File: src/pkg/vtlb_params.svh
`ifndef VTLB_PARAMS_SVH
`define VTLB_PARAMS_SVH
// ****************************************************
// Register offsets (byte addresses)
// ****************************************************
`define VTLB_OFS_CTRL 8'h00
`define VTLB_OFS_LIM 8'h04
`define VTLB_OFS_BOP 8'h08
`define VTLB_OFS_STAT 8'h0C
// ****************************************************
// Field positions
// ****************************************************
`define VTLB_B_LIMITER_ENABLE 0
`define VTLB_B_BROWNOUT_ENABLE 1
`define VTLB_B_SHUT 2
`define VTLB_B_INFH 3
`define VTLB_B_HCLR 4
`define VTLB_B_SLOPE 5
`define VTLB_B_CEIL 0
`define VTLB_B_FLOOR 8
`define VTLB_B_KNEE 16
`define VTLB_B_RLS 24
`define VTLB_B_BUDGET 27
`define VTLB_B_BTH 0
`define VTLB_B_BRATE 8
`define VTLB_B_BSTEP 12
`define VTLB_B_BHOLD 16
// ****************************************************
// Reset values
// ****************************************************
`define VTLB_RST_CEIL 7'h6E
`define VTLB_RST_FLOOR 7'h1E
`define VTLB_RST_KNEE 7'h58
`define VTLB_RST_SLOPE 2'h0
`define VTLB_RST_RLS 3'h6
`define VTLB_RST_BUDGET 5'h10
`define VTLB_RST_BTH 8'h14
`define VTLB_RST_BRATE 3'h2
`define VTLB_RST_BSTEP 2'h1
`define VTLB_RST_BHOLD 3'h6
// ****************************************************
// Voltage scale, 25 mV units
// ****************************************************
`define VTLB_LIM_BASE 10'h050
`define VTLB_BOP_BASE 10'h0B4
// ****************************************************
// Timing
// ****************************************************
`define VTLB_CLK_MHZ 40
`define VTLB_TICK_US 1
`define VTLB_BOP_LAT_US 10
`define VTLB_BASE_ATK_US 5
`endif

File: src/pkg/vtlb_pkg.sv
package vtlb_pkg;
   // Gain engine states, one-hot
   typedef enum logic [5:0] {
      VTLB_IDLE = 6'h01,
      VTLB_ATTACK = 6'h02,
      VTLB_HOLD = 6'h04,
      VTLB_INFH = 6'h08,
      VTLB_RELEASE = 6'h10,
      VTLB_SHUT = 6'h20
   } vtlb_state_type;
endpackage

File: src/core/vtlb_limiter.sv
`timescale 1ns/1ps
`include "vtlb_params.svh"
// Functional notes
// Ceiling threshold code means 2 V plus 0.1 V per code.
// Floor threshold code means 2 V plus 0.1 V per code, reset 0x1E.
// Knee voltage code means 2 V plus 0.1 V per code, reset 0x58.
// Below the knee, threshold drops by slope times battery shortfall.
// Slope codes select 1, 1.5, 2 or 4 V/V, reset 1 V/V.
// Tracked threshold never falls below the floor threshold.
// Software sets floor below lowest battery for an unclamped track.
// Battery below brownout threshold starts attack within 10 us.
// Brownout prevention follows its enable bit, reset enabled.
// Brownout prevention runs even with the limiter disabled.
// Brownout threshold is 4.5 V plus 25 mV per code, reset 5.0 V.
// Brownout attack interval is 5 us doubled per code.
// Brownout step is 0.5, 1, 1.5 or 2 dB, reset 1 dB.
// Brownout hold is 0 to 1000 ms by table, reset 500 ms.
// Brownout has own attack and hold, releases at limiter rate.
// Shutdown-on-brownout shuts down until a shutdown state passes.
// Infinite hold keeps hold until mute, shutdown or hold clear.
// Hold clear write starts release and always reads zero.
// Limiter attacks while signal level exceeds effective threshold.
// Limiter and brownout share one maximum attenuation budget.
// Limiter runs only with its enable bit set, reset disabled.
// Release interval codes give 10 to 1500 ms, reset 1000 ms.
// Each attack interval removes one step while the cause persists.
// Battery measurement is same-clock and in threshold units.
module vtlb_limiter
   import vtlb_pkg::*;
#(
   parameter int US_PER_MS = 1000,
   parameter int LIM_ATK_US = 20,
   parameter int LIM_HOLD_MS = 500,
   parameter logic [7:0] LIM_STEP = 8'h02,
   parameter logic [7:0] RLS_STEP = 8'h02
) (
   input wire logic clk_i,
   input wire logic rst_i,
   input wire logic [7:0] addr_i,
   input wire logic [31:0] wdata_i,
   input wire logic wr_i,
   input wire logic rd_i,
   output logic [31:0] rdata_o,
   input wire logic [9:0] vbat_i,
   input wire logic [9:0] level_i,
   input wire logic mute_i,
   input wire logic sw_shutdown_i,
   output logic [7:0] atten_o,
   output logic [9:0] eff_thresh_o,
   output logic brownout_o,
   output logic hold_o,
   output logic shutdown_o
);
   // ****************************************************
   // Elaboration checks
   // ****************************************************
   localparam int TICK_CYC = `VTLB_CLK_MHZ * `VTLB_TICK_US;
   localparam int LAT_CYC = `VTLB_CLK_MHZ * `VTLB_BOP_LAT_US;
   // Timer holds at most 1500 ms worth of microseconds
   if (US_PER_MS < 1 || US_PER_MS > 1000) begin : g_chk_ms
      $error("US_PER_MS out of range");
   end
   if (LIM_ATK_US < 1 || LIM_ATK_US > 1000 || LIM_HOLD_MS > 1000) begin : g_chk_lim
      $error("limiter timing out of range");
   end
   if (LAT_CYC <= TICK_CYC) begin : g_chk_lat
      $error("tick too slow for brownout latency");
   end

   // ****************************************************
   // Functions
   // ****************************************************
   // Table codes of hold time in ms
   function automatic logic [10:0] hold_ms(input logic [2:0] c);
      unique case (c)
         3'h0: hold_ms = 11'h000;
         3'h1: hold_ms = 11'h00A;
         3'h2: hold_ms = 11'h019;
         3'h3: hold_ms = 11'h032;
         3'h4: hold_ms = 11'h064;
         3'h5: hold_ms = 11'h0FA;
         3'h6: hold_ms = 11'h1F4;
         3'h7: hold_ms = 11'h3E8;
      endcase
   endfunction

   // Table codes of release interval in ms
   function automatic logic [10:0] rls_ms(input logic [2:0] c);
      unique case (c)
         3'h0: rls_ms = 11'h00A;
         3'h1: rls_ms = 11'h032;
         3'h2: rls_ms = 11'h064;
         3'h3: rls_ms = 11'h0FA;
         3'h4: rls_ms = 11'h1F4;
         3'h5: rls_ms = 11'h2EE;
         3'h6: rls_ms = 11'h3E8;
         3'h7: rls_ms = 11'h5DC;
      endcase
   endfunction

   // Milliseconds to microsecond ticks
   function automatic logic [20:0] ms_to_us(input logic [10:0] ms);
      logic [31:0] p;
      p = 32'(ms) * 32'(US_PER_MS);
      ms_to_us = p[20:0];
   endfunction

   // Limiter-scale code to 25 mV units
   function automatic logic [9:0] lim_volt(input logic [6:0] c);
      lim_volt = `VTLB_LIM_BASE + {1'b0, c, 2'b00};
   endfunction

   // Attenuation plus step, capped by budget
   function automatic logic [7:0] add_cap(input logic [7:0] a, input logic [7:0] s,
                                          input logic [7:0] cap);
      logic [8:0] sum;
      sum = {1'b0, a} + {1'b0, s};
      if (a >= cap) begin
         add_cap = a;
      end else if (sum > {1'b0, cap}) begin
         add_cap = cap;
      end else begin
         add_cap = sum[7:0];
      end
   endfunction

   // ****************************************************
   // Registers
   // ****************************************************
   logic limiter_enable_ff, brownout_enable_ff, shut_en_ff, inf_hold_ff;
   logic [1:0] slope_ff;
   logic [6:0] ceil_ff, floor_ff, knee_ff;
   logic [2:0] rls_ff;
   logic [4:0] budget_ff;
   logic [7:0] brownout_threshold_ff;
   logic [2:0] bop_rate_ff, bop_hold_ff;
   logic [1:0] bop_step_ff;
   logic hold_clr;
   vtlb_state_type state_ff;
   logic src_bop_ff;
   logic [7:0] atten_ff;
   logic [9:0] eff_th_ff;

   assign hold_clr = wr_i && addr_i == `VTLB_OFS_CTRL && wdata_i[`VTLB_B_HCLR];

   // Control register writes
   always_ff @(posedge clk_i or posedge rst_i) begin
      if (rst_i) begin
         limiter_enable_ff <= 1'b0;
         brownout_enable_ff <= 1'b1;
         shut_en_ff <= 1'b0;
         inf_hold_ff <= 1'b0;
         slope_ff <= `VTLB_RST_SLOPE;
      end else if (wr_i && addr_i == `VTLB_OFS_CTRL) begin
         limiter_enable_ff <= wdata_i[`VTLB_B_LIMITER_ENABLE];
         brownout_enable_ff <= wdata_i[`VTLB_B_BROWNOUT_ENABLE];
         shut_en_ff <= wdata_i[`VTLB_B_SHUT];
         inf_hold_ff <= wdata_i[`VTLB_B_INFH];
         slope_ff <= wdata_i[`VTLB_B_SLOPE +: 2];
      end
   end

   // Limiter threshold register writes
   always_ff @(posedge clk_i or posedge rst_i) begin
      if (rst_i) begin
         ceil_ff <= `VTLB_RST_CEIL;
         floor_ff <= `VTLB_RST_FLOOR;
         knee_ff <= `VTLB_RST_KNEE;
         rls_ff <= `VTLB_RST_RLS;
         budget_ff <= `VTLB_RST_BUDGET;
      end else if (wr_i && addr_i == `VTLB_OFS_LIM) begin
         ceil_ff <= wdata_i[`VTLB_B_CEIL +: 7];
         floor_ff <= wdata_i[`VTLB_B_FLOOR +: 7];
         knee_ff <= wdata_i[`VTLB_B_KNEE +: 7];
         rls_ff <= wdata_i[`VTLB_B_RLS +: 3];
         budget_ff <= wdata_i[`VTLB_B_BUDGET +: 5];
      end
   end

   // Brownout register writes
   always_ff @(posedge clk_i or posedge rst_i) begin
      if (rst_i) begin
         brownout_threshold_ff <= `VTLB_RST_BTH;
         bop_rate_ff <= `VTLB_RST_BRATE;
         bop_step_ff <= `VTLB_RST_BSTEP;
         bop_hold_ff <= `VTLB_RST_BHOLD;
      end else if (wr_i && addr_i == `VTLB_OFS_BOP) begin
         brownout_threshold_ff <= wdata_i[`VTLB_B_BTH +: 8];
         bop_rate_ff <= wdata_i[`VTLB_B_BRATE +: 3];
         bop_step_ff <= wdata_i[`VTLB_B_BSTEP +: 2];
         bop_hold_ff <= wdata_i[`VTLB_B_BHOLD +: 3];
      end
   end

   // Read data, one cycle after the strobe; hold clear reads zero
   always_ff @(posedge clk_i or posedge rst_i) begin
      if (rst_i) begin
         rdata_o <= 32'h0000_0000;
      end else if (rd_i) begin
         unique case (addr_i)
            `VTLB_OFS_CTRL: rdata_o <= {25'h0, slope_ff, 1'b0, inf_hold_ff,
                                        shut_en_ff, brownout_enable_ff, limiter_enable_ff};
            `VTLB_OFS_LIM: rdata_o <= {budget_ff, rls_ff, 1'b0, knee_ff, 1'b0,
                                       floor_ff, 1'b0, ceil_ff};
            `VTLB_OFS_BOP: rdata_o <= {13'h0, bop_hold_ff, 2'h0, bop_step_ff, 1'b0,
                                       bop_rate_ff, brownout_threshold_ff};
            `VTLB_OFS_STAT: rdata_o <= {eff_th_ff, state_ff, src_bop_ff, 7'h00, atten_ff};
            default: rdata_o <= 32'h0000_0000;
         endcase
      end else begin
         rdata_o <= 32'h0000_0000;
      end
   end

   // ****************************************************
   // Battery tracked threshold
   // ****************************************************
   logic [9:0] ceil_v, floor_v, knee_v, short_v;
   logic [12:0] red_v;
   logic [9:0] nxt_eff_th;

   // Battery word already in 25 mV units on this clock; no synchroniser needed
   always_comb begin
      ceil_v = lim_volt(ceil_ff);
      floor_v = lim_volt(floor_ff);
      knee_v = lim_volt(knee_ff);
      short_v = (vbat_i < knee_v) ? knee_v - vbat_i : 10'h000;
      unique case (slope_ff)
         2'h0: red_v = {3'h0, short_v};
         2'h1: red_v = {3'h0, short_v} + {4'h0, short_v[9:1]};
         2'h2: red_v = {2'h0, short_v, 1'b0};
         2'h3: red_v = {1'b0, short_v, 2'b00};
      endcase
      if (red_v == 13'h0000) begin
         nxt_eff_th = ceil_v; // Fixed threshold; floor plays no part
      end else if (red_v >= {3'h0, ceil_v} || ceil_v - red_v[9:0] < floor_v) begin
         nxt_eff_th = floor_v;
      end else begin
         nxt_eff_th = ceil_v - red_v[9:0];
      end
   end

   // Registered threshold for the compare and the output
   always_ff @(posedge clk_i or posedge rst_i) begin
      if (rst_i) begin
         eff_th_ff <= 10'h000;
      end else begin
         eff_th_ff <= nxt_eff_th;
      end
   end

   // ****************************************************
   // Microsecond tick and interval timer
   // ****************************************************
   logic [7:0] div_ff;
   logic us_tick;
   logic [20:0] timer_ff;

   assign us_tick = (div_ff == 8'(TICK_CYC - 1));

   // One-cycle enable every microsecond
   always_ff @(posedge clk_i or posedge rst_i) begin
      if (rst_i) begin
         div_ff <= 8'h00;
      end else if (us_tick) begin
         div_ff <= 8'h00;
      end else begin
         div_ff <= div_ff + 8'h01;
      end
   end

   // ****************************************************
   // Gain engine
   // ****************************************************
   logic bop_low, lim_over, cause;
   logic [7:0] budget_q, bop_step_q, step_q;
   logic [20:0] atk_us, hold_us, rls_us;

   always_comb begin
      bop_low = brownout_enable_ff && ({2'b00, brownout_threshold_ff} + `VTLB_BOP_BASE) > vbat_i;
      lim_over = limiter_enable_ff && level_i > eff_th_ff;
      cause = bop_low || lim_over;
      budget_q = 8'h04 + {2'h0, budget_ff, 1'b0}; // 1 dB + 0.5 dB per code
      bop_step_q = {5'h00, bop_step_ff, 1'b0} + 8'h02; // quarter-dB units
      step_q = src_bop_ff ? bop_step_q : LIM_STEP;
      atk_us = src_bop_ff ? 21'(`VTLB_BASE_ATK_US) << bop_rate_ff
                          : 21'(LIM_ATK_US);
      hold_us = src_bop_ff ? ms_to_us(hold_ms(bop_hold_ff))
                           : ms_to_us(11'(LIM_HOLD_MS));
      rls_us = ms_to_us(rls_ms(rls_ff));
   end

   // State, cause, timer and attenuation share one process for step timing
   always_ff @(posedge clk_i or posedge rst_i) begin
      if (rst_i) begin
         state_ff <= VTLB_IDLE;
         src_bop_ff <= 1'b0;
         timer_ff <= 21'h000000;
         atten_ff <= 8'h00;
      end else begin
         if (us_tick && timer_ff != 21'h000000) begin
            timer_ff <= timer_ff - 21'h000001;
         end
         unique case (state_ff)
            VTLB_SHUT: begin
               // Left only through a software shutdown state on sw_shutdown_i
               if (sw_shutdown_i) begin
                  state_ff <= VTLB_IDLE;
                  atten_ff <= 8'h00;
               end
            end
            VTLB_ATTACK: begin
               if (bop_low && shut_en_ff) begin
                  state_ff <= VTLB_SHUT;
               end else if (bop_low && !src_bop_ff) begin
                  src_bop_ff <= 1'b1; // Brownout takes priority at once
                  timer_ff <= 21'h000000;
               end else if (!cause) begin
                  state_ff <= (src_bop_ff && inf_hold_ff) ? VTLB_INFH : VTLB_HOLD;
                  timer_ff <= hold_us;
               end else if (timer_ff == 21'h000000) begin
                  atten_ff <= add_cap(atten_ff, step_q, budget_q);
                  // Full count: the next step lands one cycle after the last tick
                  timer_ff <= atk_us;
               end
            end
            VTLB_INFH: begin
               if (cause) begin
                  state_ff <= VTLB_ATTACK;
                  src_bop_ff <= bop_low;
                  timer_ff <= 21'h000000;
               end else if (hold_clr || mute_i || sw_shutdown_i) begin
                  state_ff <= VTLB_RELEASE;
                  timer_ff <= rls_us;
               end
            end
            default: begin
               // Idle, hold and release all restart attack on a new cause
               if (cause) begin
                  state_ff <= VTLB_ATTACK;
                  src_bop_ff <= bop_low;
                  timer_ff <= 21'h000000; // First step next cycle
                  if (bop_low && shut_en_ff) begin
                     state_ff <= VTLB_SHUT;
                  end
               end else if (state_ff == VTLB_HOLD && timer_ff == 21'h000000) begin
                  state_ff <= VTLB_RELEASE;
                  timer_ff <= rls_us;
               end else if (state_ff == VTLB_RELEASE) begin
                  if (atten_ff == 8'h00) begin
                     state_ff <= VTLB_IDLE;
                     src_bop_ff <= 1'b0;
                  end else if (timer_ff == 21'h000000) begin
                     atten_ff <= (atten_ff > RLS_STEP) ? atten_ff - RLS_STEP : 8'h00;
                     timer_ff <= rls_us;
                  end
               end
            end
         endcase
      end
   end

   // ****************************************************
   // Outputs
   // ****************************************************
   assign atten_o = atten_ff;
   assign eff_thresh_o = eff_th_ff;
   assign brownout_o = src_bop_ff && state_ff == VTLB_ATTACK;
   assign hold_o = state_ff == VTLB_HOLD || state_ff == VTLB_INFH;
   assign shutdown_o = state_ff == VTLB_SHUT;
endmodule // vtlb_limiter

File: config.mk
export PLATFORM = sky130hd
export DESIGN_NAME = vtlb_limiter
export DESIGN_NICKNAME = d
export VERILOG_FILES = /design/src/pkg/vtlb_pkg.sv /design/src/core/vtlb_limiter.sv
export VERILOG_INCLUDE_DIRS = /design/src /design/src/pkg
export SDC_FILE = /design/constraint.sdc
export NUM_CORES = 1
export LEC_CHECK = 0
export ABC_AREA = 1
export BUFFER_PORTS_ARGS = -buffer_cell sky130_fd_sc_hd__buf_2
export CAP_MARGIN = 40
export CORE_ASPECT_RATIO = 0.8
export CORE_MARGIN = 5
export CORE_UTILIZATION = 40
export DETAILED_ROUTE_END_ITERATION = 12
export PLACE_DENSITY = 0.53
export SLEW_MARGIN = 20
export SYNTH_ARGS = -nofsm -noshare
export SYNTH_HDL_FRONTEND = slang
export SYNTH_SLANG_ARGS = --single-unit
File: constraint.sdc
create_clock -name clk_i -period 17.5 [get_ports clk_i]
set_clock_uncertainty 0.05 [all_clocks]
set_input_delay 1.75 -clock clk_i [delete_from_list [all_inputs] [get_ports clk_i]]
set_output_delay 1.75 -clock clk_i [all_outputs]
set_load 0.02 [all_outputs]
==> qor.yml <==
crit_fanout: 12
cts_root_buf: "clkbuf_16"
drcViolationCount: 0
max_stage_delay_ns: 0.45
hold_path.startpoint: "div_ff[0]"
intPower_w: 0.000839
tightest_slew_ns: 0.812
switchingPower_w: 0.000746
clock_tree.buffer_depth: 2
p_comb_frac: 0.490
seq_area_frac_synth: 0.254
area.growth.synth_to_final_pct: 12.4
max_slew_margin: 0.454
vias: 12800
yosysTopAreaCell: "dfrtp_1"
grt_pass1_vias: 12000
arrival_ns: 7.52
powerDensity_mw_per_mm2: 104
p_clk_frac: 0.233
synth_area_leaders: "dfrtp_1 21%, ha_1 16%, nand2_1 10%"
clk_pin_slew_ns: 0.07
grt_max_degree: 66
crit_path_top_delay_cell: "nor2_1"
grt_pass1_wl_mm: 67.6
max-vdd-ir-drop_uv: 71.7
netlist_instances: 1852
hold_viol: 0
routabilityCongestion: 0.969
synthTopCellsByCount: "377 x nand2_1, 280 x inv_1, 168 x ha_1, 158 x nor2_1"
synth-edff-count: 0
period_needed_ns: 7.24
htreeDepth: 4
drive_above_1_share: 0.131
drv_slew: 0
synth_nets: 2111
grt-ovfl-total: 0
placed_cells: 2377
critPathLaunch: "vbat_i[3]"
cts_resized: 0
dieArea_sq_mm: 0.0376
antenna_found_initial: 3
async_flop_share: 1.00
holdBufCountCts: 0
rsz0062_at_grt: "no"
setup_viol: 0
status: "finished clean"
synth_most_common_cell: "nand2_1"
synth_cell_types: 66
antenna_cells: 0
synth-warning-count: 0
synth_top_area_share: 0.209
critPathKind: "input pin to register"
post_cts_buffers: 0
seq_power_share: 0.277
avgSynthCellArea_sq_um: 7.30
synth_area_sq_mm: 0.0135
ys_seq_elements: 136
worstSetupEndpointType: "register"
vias_per_cell: 5.32
cp_common_cell: "nand2_1"
fmax_mhz: 138
drtIter0Drc: 952
routed_wirelength_mm: 43.0
synthFlopType: "dfrtp_1"
cts_buffers: 17
post-place-ws_ns: 10.01
clk_latency_ns: 0.44
wl_per_cell_um: 17.8
die_x_um: 216
core_sq_mm: 0.0335
cp.required_ns: 17.78
port-buffer-count: 115
worst_slack_ns: 10.26
switching_share: 0.471
cts_tree: "yes"
dpl.hpwl_mm: 34.5
cp-start-kind: "input pin"
hold_path_class: "register to register"
pin_count: 119
p_leak_nw: 8.05
start_util: 0.404
final_nets: 2224
grt.total_usage: 0.225
fp-row-count: 60
die_y_um: 174
drtAntennaViolNets: 0
finalCritPeriodShare: 0.414
timing.rr.start: "knee_ff[3]"
dr.pass1.iters: 5
clock_sinks: 136
setup_tns_ns: 0
max-cap-violations: 0
stdcell_count: 2412
r2r_setup_slack_ns: 10.73
==> per-stage QoR <==
stage	instance area [sq um]	hold slack, ns	total power, W	utilization
floorplan	13500	0.383	0.000975	-
global placement	14500	0.405	0.00119	0.434
detailed placement	14600	0.405	0.00120	0.436
CTS	15200	0.422	0.00158	0.453
global route	15200	0.463	0.00171	0.454
finish	15200	0.418	0.00159	0.454
==> critical path, delay by kind of cell <==
kind            cells  cell delay [ns]
simple gates       20             2.49
fa+ha+maj           4             1.46
compound gates      7             1.39
buf+inv             3             0.43
==> logic make-up (layout without fill, tap and decap cells) <==
kind of cell / Yosys count / after routing / synth area share
simple gates: 738 / 738 / 0.242
compound gates: 355 / 355 / 0.152
buf+inv: 329 / 455 / 0.0934
fa+ha+maj: 193 / 193 / 0.192
flops: 136 / 136 / 0.254
xor+xnor: 92 / 92 / 0.0596
mux: 8 / 8 / 0.00666
other cells: 1 / 1 / 0.000277
==> per-layer routing <==
layer	vias up	track usage	wire length (um)
met5	-	0	41
met4	6	0.0437	497
met3	32	0.0500	3290
met2	425	0.315	17000
met1	6056	0.352	22200
li1	6321	-	-
==> flip-flops by register name, summed over array words and instances (netlist names), 5 cells and up <==
| register | count |
|---|---|
| floor_ff | 7 |
| timer_ff | 21 |
| knee_ff | 7 |
| rdata_o | 32 |
| ceil_ff | 7 |
| eff_thresh_o | 10 |
| atten_o | 7 |
| brownout_threshold_ff | 8 |
| div_ff | 8 |
| budget_ff | 5 |
| state_ff | 6 |
==> worst paths after layout <==
path                                   end  cells after the start
hold / removal                   div_ff[0]                      1
min in group asynchronous      rdata_o[18]                      2
setup reg to reg           eff_thresh_o[0]                     33
max in group asynchronous      floor_ff[3]                      4
hold reg to reg                  div_ff[0]                      1
setup / recovery           eff_thresh_o[0]                     34
==> power by group through the flow <==
stage / sequential (W) / clock, W / combinational [W]
floorplan: 0.000428 / 0 / 0.000547
global route: 0.000445 / 0.000388 / 0.000874
global placement: 0.000442 / 0 / 0.000751
CTS: 0.000437 / 0.000376 / 0.000767
finish: 0.000439 / 0.000370 / 0.000776
detailed placement: 0.000441 / 0 / 0.000760
==> cell usage in the layout, fill, tap and decap left out, drive strengths merged, types with 19 or more instances in the layout <==
master	n
a21oi	124
inv	296
o22ai	19
dfstp	23
nand3	89
nand2	396
fa	25
nor2	168
o21ai	125
ha	168
nor3	28
dfrtp	113
xnor2	24
buf	125
clkbuf	22
xor2	68
==> cell type report <==
cell class / count / area (sq um)
Clock inverter: 11 / 111
Multi-Input combinational cell: 1387 / 8830
Inverter: 297 / 1120
Timing Repair Buffer: 126 / 693
Tap cell: 434 / 543
Fill cell: 3443 / 18300
Sequential cell: 136 / 3430
Clock buffer: 21 / 470
Power figures use the tool's default switching activity.
